<file path="config.mk">
export PLATFORM = sky130hd
export DESIGN_NAME = tcg_timer
export DESIGN_NICKNAME = d
export VERILOG_FILES = /design/src/core/tcg_pkg.sv /design/src/core/tcg_timer.sv
export SDC_FILE = /design/constraint.sdc
export NUM_CORES = 1
export LEC_CHECK = 0
export ABC_AREA = 0
export BUFFER_PORTS_ARGS = -buffer_cell sky130_fd_sc_hd__clkbuf_2
export CAP_MARGIN = 10
export CORE_MARGIN = 2
export CORE_UTILIZATION = 52
export DETAILED_ROUTE_END_ITERATION = 12
export HOLD_SLACK_MARGIN = 0.06
export PLACE_DENSITY = 0.84
export SLEW_MARGIN = 25
export SYNTH_ARGS = -nofsm -noshare
export SYNTH_HDL_FRONTEND = slang
export SYNTH_SLANG_ARGS = --single-unit
</file>
<file path="constraint.sdc">
create_clock -name hclk -period 3.5 [get_ports hclk]
set_clock_uncertainty 0.05 [all_clocks]
set_input_delay 0.175 -clock hclk [delete_from_list [all_inputs] [get_ports hclk]]
set_output_delay 0.175 -clock hclk [all_outputs]
set_load 0.1 [all_outputs]
</file>
<file path="src/core/tcg_pkg.sv">
// constants for the timer control and gate block
package tcg_pkg;
  localparam logic [7:0]  CTRL_OFS       = 8'h00;
  localparam logic [7:0]  CNT_LOW_OFS    = 8'h04;
  localparam logic [7:0]  CNT_HIGH_OFS   = 8'h08;
  localparam logic [7:0]  GATE_SEL_OFS   = 8'h0c;
  localparam logic [7:0]  CTRL_RESET     = 8'h00;
  localparam logic [7:0]  GATE_SEL_RESET = 8'h00;
  localparam logic [15:0] COUNT_RESET    = 16'h0000;
  // timer_control fields
  localparam int CTRL_RUN_BIT     = 0;
  localparam int CTRL_CS_BIT      = 1;
  localparam int CTRL_SYNCDIS_BIT = 2;
  localparam int CTRL_OSCEN_BIT   = 3;
  localparam int CTRL_PS_LSB      = 4;
  localparam int CTRL_GE_BIT      = 6;
  localparam int CTRL_INV_BIT     = 7;
  // comparator_two_control_b field
  localparam int GSS_BIT          = 1;
  // instruction clock is the system clock divided by four
  localparam logic [1:0] INSTR_DIV_LAST = 2'h3;
  localparam logic [1:0] HTRANS_NONSEQ  = 2'h2;
  localparam logic [1:0] HTRANS_SEQ     = 2'h3;
endpackage

</file>
<file path="src/core/tcg_timer.sv">
// timer control, gate selection and count registers behind an ahb-lite slave
//
// The AHB-Lite register port and the register addresses are this design's own decisions.
`timescale 1ns/100ps
module tcg_timer #(
  parameter int CNT_W = 16
) (
  // clock and reset
  input  wire logic              hclk,
  input  wire logic              hresetn,
  // ahb-lite slave
  input  wire logic              hsel,
  input  wire logic [31:0]       haddr,
  input  wire logic [1:0]        htrans,
  input  wire logic              hwrite,
  input  wire logic [2:0]        hsize,
  input  wire logic [31:0]       hwdata,
  input  wire logic              hready,
  output logic                   hreadyout,
  output logic                   hresp,
  output logic [31:0]            hrdata,
  // timer pins
  input  wire logic              external_clock_pin,
  input  wire logic              gate_pin_n,
  input  wire logic              second_comparator_output,
  // status
  output logic                   low_power_osc_enable,
  output logic [CNT_W-1:0]       count_value
);

  logic [7:0]       ctrl_reg;
  logic [7:0]       gate_sel_reg;
  logic [CNT_W-1:0] count_reg;
  logic [CNT_W-1:0] count_next;
  logic [2:0]       presc_reg;
  logic [1:0]       div_reg;
  logic             ext_s1_reg, ext_s2_reg, ext_s3_reg;
  logic             gp_s1_reg, gp_s2_reg;
  logic             cmp_s1_reg, cmp_s2_reg;
  logic             armed_reg;
  logic             pend_reg;
  logic             run_d_reg;
  logic             wr_pend_reg;
  logic [7:0]       wr_addr_reg;
  logic [31:0]      rdata_reg;

  // bus decode
  logic       addr_take;
  logic       wr_now;
  logic       wr_ctrl, wr_low, wr_high, wr_gsel, wr_count;

  assign addr_take = hsel && hready && (htrans == tcg_pkg::HTRANS_NONSEQ ||
                                        htrans == tcg_pkg::HTRANS_SEQ);
  assign wr_now   = wr_pend_reg;
  assign wr_ctrl  = wr_now && wr_addr_reg == tcg_pkg::CTRL_OFS;
  assign wr_low   = wr_now && wr_addr_reg == tcg_pkg::CNT_LOW_OFS;
  assign wr_high  = wr_now && wr_addr_reg == tcg_pkg::CNT_HIGH_OFS;
  assign wr_gsel  = wr_now && wr_addr_reg == tcg_pkg::GATE_SEL_OFS;
  assign wr_count = wr_low || wr_high;

  assign hreadyout = 1'b1;
  assign hresp     = 1'b0;
  assign hrdata    = rdata_reg;

  function automatic logic [31:0] read_mux(input logic [7:0] a);
    case (a)
      tcg_pkg::CTRL_OFS:     read_mux = {24'h000000, ctrl_reg};
      tcg_pkg::CNT_LOW_OFS:  read_mux = {24'h000000, count_reg[7:0]};
      tcg_pkg::CNT_HIGH_OFS: read_mux = {24'h000000, count_reg[CNT_W-1 -: 8]};
      tcg_pkg::GATE_SEL_OFS: read_mux = {24'h000000, gate_sel_reg};
      default:               read_mux = 32'h00000000;
    endcase
  endfunction

  always_ff @(posedge hclk or negedge hresetn) begin
    if (!hresetn) begin
      wr_pend_reg <= 1'b0;
      wr_addr_reg <= 8'h00;
    end else begin
      wr_pend_reg <= addr_take && hwrite;
      if (addr_take) begin
        wr_addr_reg <= haddr[7:0];
      end
    end
  end

  always_ff @(posedge hclk or negedge hresetn) begin
    if (!hresetn) begin
      rdata_reg <= 32'h00000000;
    end else if (addr_take && !hwrite) begin
      rdata_reg <= read_mux(haddr[7:0]);
    end
  end

  // control registers
  always_ff @(posedge hclk or negedge hresetn) begin
    if (!hresetn) begin
      ctrl_reg     <= tcg_pkg::CTRL_RESET;
      gate_sel_reg <= tcg_pkg::GATE_SEL_RESET;
    end else begin
      if (wr_ctrl) begin
        ctrl_reg <= hwdata[7:0];
      end
      if (wr_gsel) begin
        gate_sel_reg <= hwdata[7:0] & (8'h01 << tcg_pkg::GSS_BIT);
      end
    end
  end

  logic       run, cs, sync_dis, ge, inv, gss;
  logic [1:0] ps;
  assign run      = ctrl_reg[tcg_pkg::CTRL_RUN_BIT];
  assign cs       = ctrl_reg[tcg_pkg::CTRL_CS_BIT];
  assign sync_dis = ctrl_reg[tcg_pkg::CTRL_SYNCDIS_BIT];
  assign ge       = ctrl_reg[tcg_pkg::CTRL_GE_BIT];
  assign inv      = ctrl_reg[tcg_pkg::CTRL_INV_BIT];
  assign ps       = ctrl_reg[tcg_pkg::CTRL_PS_LSB +: 2];
  assign gss      = gate_sel_reg[tcg_pkg::GSS_BIT];
  assign low_power_osc_enable = ctrl_reg[tcg_pkg::CTRL_OSCEN_BIT];
  assign count_value          = count_reg;

  // pin synchronisers
  always_ff @(posedge hclk or negedge hresetn) begin
    if (!hresetn) begin
      ext_s1_reg <= 1'b0;
      ext_s2_reg <= 1'b0;
      ext_s3_reg <= 1'b0;
      gp_s1_reg  <= 1'b1;
      gp_s2_reg  <= 1'b1;
      cmp_s1_reg <= 1'b0;
      cmp_s2_reg <= 1'b0;
    end else begin
      ext_s1_reg <= external_clock_pin;
      ext_s2_reg <= ext_s1_reg;
      ext_s3_reg <= ext_s2_reg;
      gp_s1_reg  <= gate_pin_n;
      gp_s2_reg  <= gp_s1_reg;
      cmp_s1_reg <= second_comparator_output;
      cmp_s2_reg <= cmp_s1_reg;
    end
  end

  // instruction clock tick
  logic instr_tick;
  assign instr_tick = div_reg == tcg_pkg::INSTR_DIV_LAST;
  always_ff @(posedge hclk or negedge hresetn) begin
    if (!hresetn) begin
      div_reg <= 2'h0;
    end else begin
      div_reg <= div_reg + 2'h1;
    end
  end

  // external edges; a falling edge must be seen before the first counted rise
  logic ext_rise, ext_fall, ext_ok;
  assign ext_rise = ext_s2_reg && !ext_s3_reg;
  assign ext_fall = !ext_s2_reg && ext_s3_reg;
  assign ext_ok   = ext_rise && armed_reg;

  always_ff @(posedge hclk or negedge hresetn) begin
    if (!hresetn) begin
      armed_reg <= 1'b0;
      run_d_reg <= 1'b0;
    end else begin
      run_d_reg <= run;
      if (ext_fall) begin
        armed_reg <= 1'b1;
      end else if (wr_count || (run && !run_d_reg)) begin
        armed_reg <= 1'b0;
      end
    end
  end

  // synchronous mode holds the edge until the next instruction tick
  always_ff @(posedge hclk or negedge hresetn) begin
    if (!hresetn) begin
      pend_reg <= 1'b0;
    end else if (ext_ok) begin
      pend_reg <= 1'b1;
    end else if (instr_tick || wr_count) begin
      pend_reg <= 1'b0;
    end
  end

  logic src_tick;
  always_comb begin
    if (!cs) begin
      src_tick = instr_tick;
    end else if (sync_dis) begin
      src_tick = ext_ok;
    end else begin
      src_tick = pend_reg && instr_tick;
    end
  end

  // gate
  logic gate_raw, gate_open, count_en;
  assign gate_raw  = gss ? cmp_s2_reg : gp_s2_reg;
  assign gate_open = inv ? gate_raw : !gate_raw;
  assign count_en  = run && (!ge || gate_open);

  // prescaler, cleared by any count write
  logic       presc_tick;
  logic [2:0] presc_last;
  assign presc_last = 3'((4'h1 << ps) - 4'h1);
  // a ratio cut below the current phase ends the period at the next tick
  assign presc_tick = count_en && src_tick && presc_reg >= presc_last;
  always_ff @(posedge hclk or negedge hresetn) begin
    if (!hresetn) begin
      presc_reg <= 3'h0;
    end else if (wr_count || presc_tick) begin
      presc_reg <= 3'h0;
    end else if (count_en && src_tick) begin
      presc_reg <= presc_reg + 3'h1;
    end
  end

  // count; a written byte takes precedence over the increment of that byte, the other byte takes its byte of the incremented count
  always_comb begin
    count_next = count_reg;
    if (presc_tick) begin
      count_next = count_reg + CNT_W'(1);
    end
    if (wr_low) begin
      count_next[7:0] = hwdata[7:0];
    end
    if (wr_high) begin
      count_next[CNT_W-1 -: 8] = hwdata[7:0];
    end
  end

  always_ff @(posedge hclk or negedge hresetn) begin
    if (!hresetn) begin
      count_reg <= tcg_pkg::COUNT_RESET;
    end else begin
      count_reg <= count_next;
    end
  end

  // checks
  run_stops_a: assert property (@(posedge hclk) disable iff (!hresetn)
    !run && !wr_count |=> count_reg == $past(count_reg))
    else $error("count moved while stopped");

  gate_ignored_a: assert property (@(posedge hclk) disable iff (!hresetn)
    run && !ge && src_tick && !wr_count && presc_reg == presc_last
    |=> count_reg == $past(count_reg) + CNT_W'(1))
    else $error("ungated count missed increment");

  gate_closed_a: assert property (@(posedge hclk) disable iff (!hresetn)
    ge && !gate_open && !wr_count |=> count_reg == $past(count_reg))
    else $error("count moved with gate closed");

  gate_source_a: assert property (@(posedge hclk) disable iff (!hresetn)
    gss && run && ge && !inv && cmp_s2_reg && !wr_count
    |=> count_reg == $past(count_reg))
    else $error("comparator gate not honoured");

  gate_select_a: assert property (@(posedge hclk) disable iff (!hresetn)
    wr_gsel |=> gss == $past(hwdata[tcg_pkg::GSS_BIT]))
    else $error("gate source select not stored");

  gate_invert_a: assert property (@(posedge hclk) disable iff (!hresetn)
    inv && ge && run && !gate_raw && !wr_count |=> count_reg == $past(count_reg))
    else $error("inverted gate counted while low");

  internal_rate_a: assert property (@(posedge hclk) disable iff (!hresetn)
    !cs && run && !ge && ps == 2'h0 && instr_tick && !wr_count && !$past(wr_ctrl)
    |=> ##3 count_reg == $past(count_reg, 4) + CNT_W'(1))
    else $error("instruction clock rate wrong");

  presc_range_a: assert property (@(posedge hclk) disable iff (!hresetn)
    count_en && src_tick && !wr_count && !wr_ctrl |=> presc_reg <= presc_last)
    else $error("prescaler beyond selected ratio");

  sync_align_a: assert property (@(posedge hclk) disable iff (!hresetn)
    cs && !sync_dis && presc_tick |-> instr_tick)
    else $error("synchronous count off instruction tick");

  ext_count_a: assert property (@(posedge hclk) disable iff (!hresetn)
    cs && sync_dis && run && !ge && ps == 2'h0 && ext_ok && !wr_count && !wr_ctrl
    |=> count_reg == $past(count_reg) + CNT_W'(1))
    else $error("asynchronous edge not counted");

  byte_read_a: assert property (@(posedge hclk) disable iff (!hresetn)
    addr_take && !hwrite && haddr[7:0] == tcg_pkg::CNT_HIGH_OFS
    |=> hrdata[7:0] == $past(count_reg[CNT_W-1 -: 8]))
    else $error("high byte read wrong");

  low_write_a: assert property (@(posedge hclk) disable iff (!hresetn)
    wr_low |=> count_reg[7:0] == $past(hwdata[7:0]))
    else $error("low byte write lost");

endmodule // tcg_timer

</file>
# Yosys cells after proc, flatten, opt, wreduce, memory -nomap -nowiden
# Index checks and enable logic that the tools add are counted.
# word_totals
ff_bits	81
inputBits	77
out_inout_bits	51
elab_cells	83
# classes
add_sub_neg	4
order_cmp	1
n_eq_ne	9
shift	1
n_mux	14
n_reduce_logical	35
# ops
operator	n
$eq 8x4->1 const B	4
$pmux 8 s4	1
$add 16x1->16 const B	1
$eq 8x3->1 const B	2
$logic_and 1x1->1	16
$logic_not 8->1	2
$mux 16	1
$mux 8	2
$reduce_bool 2->1	5
$mux 1	8
$eq 2x2->1 const B	3
$logic_not 1->1	6
$logic_or 1x1->1	6
$mux 3	2
$add 3x1->3 const B	1
$ge 3x3->1	1
$shl 1x2->3 const A	1
$sub 3x1->3 const B	1
$add 2x1->2 const B	1

# Longest topological paths before layout
# Gate-level depths: netlist (run 1).
# depth
ltp_word	9
mapped_depth	9
mapped_depth_nobuf	7

# Worst setup path before layout (run 1)
# Ideal clock, no wire load.
# synth_timing
path_kind	register to register
from	register count_reg[7], in the netlist count_value[7]
to	register count_reg[13], in the netlist count_value[13]
setup_ns	0.082
t_arrival_ns	2.211
required_time_ns	3.368
slack_ns	1.158
path_stages_with_launch	6
path_buffers	0
period_less_slack_ns	2.342
cell_sequence	dfrtp_1 -> and4_1 -> and3_1 -> nand4_1 -> or4_1 -> a31oi_1
# synth_between
elab_chain_cells	3
# synth_rtl
element	line	source
start: declaration	tcg_timer.sv:33	logic [CNT_W-1:0] count_reg;
start signal: assignment	tcg_timer.sv:234	count_reg <= tcg_pkg::COUNT_RESET;
start signal: assignment	tcg_timer.sv:236	count_reg <= count_next;
$add 16x1->16	tcg_timer.sv:222	count_next = count_reg + CNT_W'(1);
$mux 16	tcg_timer.sv:221	if (presc_tick) begin
$mux 8	tcg_timer.sv:227	if (wr_high) begin
# No other way between the ends. The select of a mux whose other input is x is not followed.
# A chain may end at the register's enable or synchronous reset.

# Worst setup path in the final report (run 1)
# layout_timing
from	register ctrl_reg[4]
to	register count_reg[10], in the netlist count_value[10]
# layout_between
elab_chain_cells	5
# layout_rtl
element	line	source
start: declaration	tcg_timer.sv:31	logic [7:0] ctrl_reg;
start signal: assignment	tcg_timer.sv:98	ctrl_reg <= tcg_pkg::CTRL_RESET;
start signal: assignment	tcg_timer.sv:102	ctrl_reg <= hwdata[7:0];
$shl 1x2->3	tcg_timer.sv:205	assign presc_last = 3'((4'h1 << ps) - 4'h1);
$sub 3x1->3	tcg_timer.sv:205	
$ge 3x3->1	tcg_timer.sv:207	assign presc_tick = count_en && src_tick && presc_reg >= presc_last;
$logic_and 1x1->1	tcg_timer.sv:207	
$reduce_bool 2->1 (no line)	n/a	
# No other way between the ends.

==> flow_summary.ini, run 1 <==
[power]
pwr-share-comb_pct = 38.5
p_seq_share_pct = 38.1
vdd.ir_drop.worst_mv = 0.530
power.internal_w = 0.00126
power-per-cell-area_nw_per_um2 = 674
leakage_component_of_the_power_nw = 1.62
total_power_w = 0.00238
swShare_pct = 47.0
power.switching_w = 0.00112
clockPowerShare_pct = 23.5

[global_routing]
pin_count_of_the_biggest_net_entering_global_routing = 34
wire_length_of_the_first_global_routing_pass_um = 10800
gr-usage-all-layers_pct = 22.6
grt_pass1_vias = 2264
initial_antenna_violation_count = 0
gr-total-overflow = 0

[yosys]
async_flop_share_pct = 100
netlist_instances = 301
synthMostInstantiatedCell = dfrtp_1
yosys.cell_types.count = 42
synth-edff-count = 0
synth-warning-count = 0
synth_area_per_cell_um2 = 10.0
synth.ff_latch_count = 57
synth_top_area_cell = dfrtp_1
synth_top_area_share_pct = 45.7
synth.yosys.seq_area_share_pct = 47.4
yosys-top-cells-area = dfrtp_1 46%, buf_4 6.5%, mux2_2 5.6%
synth_flop_type = dfrtp_1
syn_area_um2 = 3010
yosys-top-cells-count = 55 x dfrtp_1, 26 x buf_4, 25 x nor2_1, 21 x nand2_1, 15 x mux2_2

[setup_path]
worst-endpoint-arrival_ns = 3.04
worstPathCellList = or2_2, ha_1, nor2b_1, o21ai_1, nand3_1, or4_1, a31oi_1
path_max_fanout = 22
slowest_cell_on_crit_path = or4_1
worst_path_largest_cell_delay_ns = 0.68
path_type_of_the_worst_setup_path = register to register
end_kind = register
cp.required_ns = 3.71
startpoint_type = register

[clock_network]
clock_sink_count = 57
clk_root_buffer_cell = clkbuf_8
insertion_delay_ns = 0.34
cts.clk_slew.worst_paths_ns = 0.06
cts-resized-gates = 0
clock_tree_from_tritoncts = yes
cts_max_path_buffers = 2
cts_inserted_buffers = 9
clock_tree.htree_level_count = 3

[detailed_routing]
drt-total-wl_um = 6590
wl_per_cell_um = 15.0
postRouteAntennaNets = 0
routed_via_density = 5.56
dr.first_iter.drc_count = 159
drcViolationCount = 0
via_count = 2437
drt_first_pass_iters = 4

[floorplan]
die_h_um = 80.1
dieWidth_um = 80.1
fp.coreArea_um2 = 5540
die-area_um2 = 6420
number_of_placed_i_o_pins = 128
rows = 27
initial_utilization_pct = 54.4

[sta]
finalHoldViolations = 0
sum_of_negative_setup_slack_ns = 0
final_max_slew_viol_count = 0
setup-violations-final = 0
tightestPinTransition_ns = 0.811
fin_crit_ns = 2.84
highest_clock_rate_ghz = 0.353
final_min_period_over_clock_period_pct = 81.0
setup_ws_ns = 0.665
relSlewSlack_pct = 45.6
rsz0062_at_grt = no

[place]
dpl_worst_slack_ns = 0.653
dpl.hpwl_um = 4780
final_weighted_congestion_in_routability_driven_placement = 0.786
total_of_buffers_placed_on_input_and_output_ports = 49
placed_cells_incl_taps = 408

[final_layout]
post_layout_nonfiller_instances = 438
final_layout_size_suffix_gt1_share_pct = 24.0
number_of_flip_flops_under_the_largest_register_name = 16
num-fill-cells = 477
register_area_um2 = 1430
flow.area_growth_from_synthesis_pct = 16.9
finalNetCount = 445
num_antenna_cells = 0
multi_input_logic_area_um2 = 1380

[hold_path]
worstHoldPathType = input pin to register

[run_status]
result_of_the_run = completed

[job]
timing.max_cap.violations = 0
## cell families (layout without fill, tap and decap cells)
| family | Yosys count | in the layout | synth area share [%] |
|---|---|---|---|
| flops | 57 | 57 | 47.4 |
| xor+xnor | 3 | 3 | 0.872 |
| simple gates | 99 | 99 | 17.6 |
| mux | 26 | 26 | 9.84 |
| other cells | 2 | 26 | 0.249 |
| fa+ha+maj | 6 | 6 | 2.49 |
| compound gates | 59 | 59 | 11.9 |
| buf+inv | 49 | 90 | 9.67 |
## cell type report
| class | instances | share of cell area [%] |
|---|---|---|
| clock buffer | 13 | 4.79 |
| clock inverter | 2 | 0.355 |
| inverter | 10 | 1.06 |
| multi-input combinational | 219 | 39.3 |
| sequential | 57 | 40.5 |
| tap | 72 | 2.56 |
| timing repair buffer | 65 | 11.4 |
## routing by layer
layer  vias to the layer above  global-route usage (%)  part of all wire [%]
li1                       1153                       -                     -
met3                        14                    7.19                   7.7
met2                        98                    37.2                    49
met1                      1172                    27.6                    41
met4                         0                    8.98                   2.2
met5                         -                       0                     0
## critical path: cells and delay by family (launching register included)
family	cells	cell delay, ns
fa+ha+maj	1	0.28
simple gates	4	1.59
flops	1	0.41
compound gates	2	0.41
## final timing paths
path | startpoint | cells past startpoint | end | slack, ns
worst max-delay path | ctrl_reg[4] | 7 | count_value[10] | 0.66
worst min-delay path | hwdata[6] | 3 | count_value[6] | 0.07
worst max register to register | ctrl_reg[4] | 7 | count_value[10] | 0.66
worst min register to register | cmp_s1_reg | 0 | cmp_s2_reg | 0.30
max in group asynchronous | hresetn | 3 | wr_addr_reg[4] | 2.24
min in group asynchronous | hresetn | 2 | count_value[6] | 0.33
## stage by stage
| stage | hold WS (ns) | util, % | area (um^2) |
|---|---|---|---|
| after floorplan | -0.171 | - | 3100 |
| after global placement | 0.155 | 57.6 | 3190 |
| after detailed placement | 0.164 | 57.6 | 3190 |
| after CTS | 0.0602 | 63.6 | 3520 |
| after global routing | 0.0663 | 63.6 | 3520 |
| final | 0.0716 | 63.6 | 3520 |
## power by group through the flow
stage / Combinational (W) / Sequential (W) / Clock (W)
floorplan: 0.000407 / 0.00124 / 0
global placement: 0.000878 / 0.000903 / 0
detailed placement: 0.000901 / 0.000912 / 0
CTS: 0.000917 / 0.000901 / 0.000568
global route: 0.000972 / 0.000923 / 0.000598
finish: 0.000914 / 0.000904 / 0.000558
## timing repair
action / CTS / global route
setup buffers: 0 / 0
endpoints found under the hold margin: 39 / 0
endpoints found under the setup margin: 0 / 0
hold buffers: 15 / 0
## placed cells by master, fill, tap and decap left out, types with 10 or more instances in the layout
master / instances
clkbuf_2: 49
mux2_2: 15
dfrtp_1: 55
conb_1: 26
clkbuf_8: 12
o31ai_1: 11
nor2_1: 25
inv_1: 10
nand2_1: 21
a21oi_1: 10
a31oi_1: 14
dlygate4sd3_1: 15
or4_1: 13
o21ai_0: 11
No activity file was read; power rests on OpenSTA's default activity.
==> inputs of run 2 (changes only) <==
ABC_AREA = 1   (was 0)
CORE_UTILIZATION = 50   (was 52)
PLACE_DENSITY = 0.79   (was 0.84)
clock period = 2.9 ns   (was 3.5 ns; I/O delays follow)
==> flow_summary.ini, run 2 <==
[run_status]
result_of_the_run = completed

[clock_network]
cts-resized-gates = 0
postcts_setup_bufs = 0
clock_tree.htree_level_count = 3
cts_inserted_buffers = 9
clock_sink_count = 57
cts_max_path_buffers = 2
clock_tree_from_tritoncts = yes
clk_root_buffer_cell = clkbuf_8
insertion_delay_ns = 0.35
cts.clk_slew.worst_paths_ns = 0.07

[yosys]
netlist_instances = 456
synthMostInstantiatedCell = nand2_1
synth_flop_type = dfrtp_1
yosys-top-cells-count = 147 x nand2_1, 55 x dfrtp_1, 50 x inv_1, 44 x nand3_1
synth.yosys.seq_area_share_pct = 42.1
syn_area_um2 = 3400
synth_top_area_share_pct = 40.5
synth.ff_latch_count = 57
synth-warning-count = 0
synth-edff-count = 0
yosys-top-cells-area = dfrtp_1 41%, nand2_1 16%, nand3_1 6.5%
yosys.cell_types.count = 36
synth_area_per_cell_um2 = 7.45
synth_top_area_cell = dfrtp_1
async_flop_share_pct = 100

[setup_path]
end_kind = register
worst_path_largest_cell_delay_ns = 0.41
worst-endpoint-arrival_ns = 2.34
path_max_fanout = 18
critPathTopFamily = simple AND/OR/NAND/NOR gates
critPathMostFrequentCell = nand2_1
critical_path.n_buffers_inverters = 0
slowest_cell_on_crit_path = dfrtp_1
path_type_of_the_worst_setup_path = register to register
worstPathCellList = or2_2, ha_1, o21ai_0, nand2_1, nand2_1, nand2_1, nand3_2, nand2_2, nand2_1, nand2_1
startpoint_type = register
cp.required_ns = 3.08

[sta]
setup-violations-final = 0
tightestPinTransition_ns = 0.784
rsz0062_at_grt = no
setup_ws_ns = 0.735
sum_of_negative_setup_slack_ns = 0
final_max_slew_viol_count = 0
final_min_period_over_clock_period_pct = 74.6
relSlewSlack_pct = 47.6
highest_clock_rate_ghz = 0.462
finalHoldViolations = 0
fin_crit_ns = 2.16
worst_hold_slack_ns = 0.102

[floorplan]
die-area_um2 = 7470
initial_utilization_pct = 50.8
die_h_um = 86.4
dieWidth_um = 86.4
rows = 30
number_of_placed_i_o_pins = 128
fp.coreArea_um2 = 6680

[final_layout]
num_antenna_cells = 0
final_layout_size_suffix_gt1_share_pct = 17.7
flow.area_growth_from_synthesis_pct = 17.4
number_of_flip_flops_under_the_largest_register_name = 16
finalNetCount = 609
most-common-layout-cells = 147 x nand2_1, 55 x dfrtp_1, 50 x inv_1
leading_cell_type_in_the_layout_fill_and_taps_excluded = nand2_1
fin_area_um2 = 3990

[place]
total_of_buffers_placed_on_input_and_output_ports = 49
post_dp_cell_area_um2 = 3590
dpl.hpwl_um = 6040
final_weighted_congestion_in_routability_driven_placement = 0.944
dpl_worst_slack_ns = 0.747

[global_routing]
wire_length_of_the_first_global_routing_pass_um = 14000
gr-total-overflow = 0
pin_count_of_the_biggest_net_entering_global_routing = 42
grt_pass1_vias = 2990
gr-usage-all-layers_pct = 24.3
initial_antenna_violation_count = 0

[detailed_routing]
postRouteAntennaNets = 0
wl_per_cell_um = 13.6
via_count = 3192
routed_via_density = 5.22
dr.first_iter.drc_count = 267
drt-total-wl_um = 8300
drcViolationCount = 0
drt_first_pass_iters = 7

[job]
timing.max_cap.violations = 0

[power]
power-per-cell-area_nw_per_um2 = 1050
vdd.ir_drop.worst_mv = 1.05
leakage_component_of_the_power_nw = 2.20

[hold_path]
worstHoldPathType = input pin to register
## run 2: cell types whose count changed in the layout (fill, tap and decap cells not counted), moves of 6 or more
cell / before / now
mux2i_1: 9 / 0
mux2_2: 15 / 0
a21oi_1: 10 / 1
nand2_1: 21 / 147
nand2_2: 0 / 6
o31ai_1: 11 / 1
nand4_1: 4 / 13
o21ai_2: 0 / 8
or4_1: 13 / 0
a31oi_1: 14 / 0
inv_1: 10 / 50
o21ai_0: 11 / 29
o21ai_1: 9 / 3
nand3_1: 8 / 44
## run 2: final timing paths
| path | cells past startpoint | startpoint | to | slack [ns] |
|---|---|---|---|---|
| setup / recovery | 10 | ctrl_reg[4] | count_value[4] | 0.74 |
| max in group asynchronous | 3 | hresetn | gp_s1_reg | 1.66 |
| setup reg to reg | 10 | ctrl_reg[4] | count_value[4] | 0.74 |
| hold reg to reg | 0 | cmp_s1_reg | cmp_s2_reg | 0.30 |
| hold / removal | 3 | haddr[3] | wr_addr_reg[3] | 0.10 |
| min in group asynchronous | 2 | hresetn | count_value[10] | 0.24 |
## run 2: logic make-up (layout without fill, tap and decap cells)
family	Yosys count	after routing	synth area share, %
buffers and inverters	88	139	13.3
adder cells (fa/ha/maj)	6	6	2.21
AO/OA/AOI/OAI	46	46	8.00
flip-flops	57	57	42.1
AND/OR/NAND/NOR	251	251	32.6
XOR/XNOR	6	6	1.55
other	2	26	0.221
## run 2: cell type report
class	instances	area, um^2
fillers	620	2690
repair buffers	70	450
multi-input cells	335	1610
clock buffers	9	124
clock inverters	7	80.1
well taps	80	100
flip-flops and latches	57	1430
inverters	53	199
## run 2: layer usage
layer  GRT usage (%)  routed length (um)  vias to the layer above  share of wire (%)
li1                -                   -                     1541                  -
met1            31.4                3560                     1466                 43
met2            37.9                3810                      149                 46
met3            4.86                 560                       36                6.8
met4            14.2                 371                        0                4.5
met5               0                   0                        -                  0
## run 2: metrics by stage
stage               power (W)  std cells  utilization [%]
finish                0.00421        611             59.7
detailed placement    0.00341        576             53.8
global placement      0.00334        576             53.8
floorplan             0.00304        480                -
global route          0.00447        611             59.7
CTS                   0.00419        611             59.7
## run 2: worst reg2reg max path, stage by stage (launching register included)
cell and delay [ns]:
dfrtp_1 0.41, or2_2 0.30, ha_1 0.27, o21ai_0 0.15, nand2_1 0.07, nand2_1 0.06, nand2_1 0.08, nand3_2 0.30
nand2_2 0.19, nand2_1 0.11, nand2_1 0.06
## run 2: repair_timing
| action | in CTS | in global routing |
|---|---|---|
| endpoints found under the setup margin | 0 | 0 |
| hold buffers | 19 | 0 |
| hold endpoints to repair | 35 | 0 |
## run 2: power breakdown
| group | total [W] | switching (W) | internal [W] |
|---|---|---|---|
| registers | 0.00130 | 0.000304 | 0.00100 |
| clock network | 0.000758 | 0.000355 | 0.000403 |
| logic | 0.00214 | 0.00169 | 0.000452 |
==> inputs of run 3 (changes only) <==
clock period = 2 ns   (was 2.9 ns; I/O delays follow)
==> flow_summary.ini, run 3 (synthesis results as in run 2) <==
[run_status]
result_of_the_run = completed

[sta]
final_min_period_over_clock_period_pct = 93.1
relSlewSlack_pct = 64.0
tightestPinTransition_ns = 0.539
setup-violations-final = 0
highest_clock_rate_ghz = 0.537
sum_of_negative_setup_slack_ns = 0
final_max_slew_viol_count = 0
finalHoldViolations = 0
fin_crit_ns = 1.86
rsz0062_at_grt = no

[power]
vdd.ir_drop.worst_mv = 1.50
power.switching_w = 0.00342
pwr-share-comb_pct = 50.7
p_seq_share_pct = 30.2
swShare_pct = 54.3
power.internal_w = 0.00287
clockPowerShare_pct = 19.2
leakage_component_of_the_power_nw = 2.25
power-per-cell-area_nw_per_um2 = 1530
total_power_w = 0.00629

[detailed_routing]
drt-total-wl_um = 8530
dr.first_iter.drc_count = 229
routed_via_density = 5.23
wl_per_cell_um = 13.8
drt_first_pass_iters = 5
drcViolationCount = 0
postRouteAntennaNets = 0
via_count = 3233

[floorplan]
dieWidth_um = 86.4
initial_utilization_pct = 50.8
die-area_um2 = 7470
die_h_um = 86.4
number_of_placed_i_o_pins = 128
fp.coreArea_um2 = 6680
rows = 30

[setup_path]
cp.required_ns = 2.19
critPathTopFamily = simple AND/OR/NAND/NOR gates
end_kind = register
startpoint_type = register
worst_path_largest_cell_delay_ns = 0.38
worst-endpoint-arrival_ns = 2.05
critical_path.n_buffers_inverters = 1
path_max_fanout = 6
path_type_of_the_worst_setup_path = register to register
worstPathCellList = or2_2, ha_1, o21ai_1, nand2_1, nand2_1, nand2_2, nand3_4, clkbuf_16, nand3_1, nand2_1
critPathMostFrequentCell = nand2_1
slowest_cell_on_crit_path = dfrtp_1

[place]
placed_cells_incl_taps = 580
dpl.hpwl_um = 5970
final_weighted_congestion_in_routability_driven_placement = 0.880
total_of_buffers_placed_on_input_and_output_ports = 49

[final_layout]
leading_cell_type_in_the_layout_fill_and_taps_excluded = nand2_1
num_antenna_cells = 0
most-common-layout-cells = 146 x nand2_1, 50 x inv_1, 50 x dfrtp_1
final_layout_size_suffix_gt1_share_pct = 19.5
flow.area_growth_from_synthesis_pct = 21.4
finalNetCount = 616
post-route-util_pct = 61.7
post_layout_nonfiller_instances = 618
number_of_flip_flops_under_the_largest_register_name = 16

[clock_network]
cts_inserted_buffers = 9
clock_tree.htree_level_count = 3
cts.clk_slew.worst_paths_ns = 0.07
insertion_delay_ns = 0.35
clock_sink_count = 57
clk_root_buffer_cell = clkbuf_8
cts_max_path_buffers = 2
clock_tree_from_tritoncts = yes

[job]
timing.max_cap.violations = 0

[global_routing]
initial_antenna_violation_count = 0
grt_pass1_vias = 3023
wire_length_of_the_first_global_routing_pass_um = 14100
pin_count_of_the_biggest_net_entering_global_routing = 58
gr-total-overflow = 0
gr-usage-all-layers_pct = 24.6

[hold_path]
worstHoldPathType = input pin to register
==> run 3: worst paths after layout <==
kind                              from               to  slack (ns)  cells after the start
max                        ctrl_reg[4]   count_value[4]        0.14                     10
min                           haddr[2]   wr_addr_reg[2]        0.09                      3
max reg2reg                ctrl_reg[4]   count_value[4]        0.14                     10
min reg2reg                 cmp_s1_reg       cmp_s2_reg        0.31                      0
max in group asynchronous      hresetn        gp_s2_reg        1.36                      3
min in group asynchronous      hresetn  count_value[10]        0.25                      3
==> run 3: power by group through the flow <==
stage               Combinational [W]  Clock, W  Sequential (W)
floorplan                     0.00138         0         0.00304
global placement              0.00302         0         0.00188
detailed placement            0.00307         0         0.00190
CTS                           0.00312   0.00122         0.00188
global route                  0.00344   0.00128         0.00194
finish                        0.00319   0.00121         0.00190
==> run 3: tightest hold or removal path, stage by stage <==
cell and delay [ns]:
clkbuf_2 0.10, inv_1 0.13, o21ai_0 0.11
==> run 3: layout make-up <==
class / instances / area (um^2)
clock inverter: 6 / 92.6
inverter: 53 / 199
multi-input combinational: 335 / 1630
clock buffer: 10 / 128
tap: 80 / 100
sequential: 57 / 1440
timing repair buffer: 77 / 543
fill: 587 / 2560
==> run 3: stage by stage <==
| stage | cell area [um^2] | worst slack (ns) | hold slack [ns] |
|---|---|---|---|
| after global placement | 3640 | 0.0932 | 0.0764 |
| after floorplan | 3490 | 0.0293 | -0.246 |
| final | 4120 | 0.139 | 0.0892 |
| after global routing | 4120 | 0.0202 | 0.133 |
| after detailed placement | 3640 | 0.0449 | 0.0810 |
| after CTS | 4060 | 0.0187 | 0.0798 |
==> run 3: layer usage <==
| layer | wire length, um | global-route usage (%) |
|---|---|---|
| met1 | 3710 | 31.9 |
| met2 | 4060 | 39.9 |
| met4 | 207 | 10.5 |
| met3 | 546 | 5.14 |
| met5 | 0 | 0 |
==> run 3: what timing repair did <==
action / 4_1_cts / 5_1_grt
resized for setup: 0 / 7
endpoints found under the hold margin: 77 / 0
hold buffers: 20 / 0
setup endpoints to repair: 0 / 16
setup buffers: 0 / 1
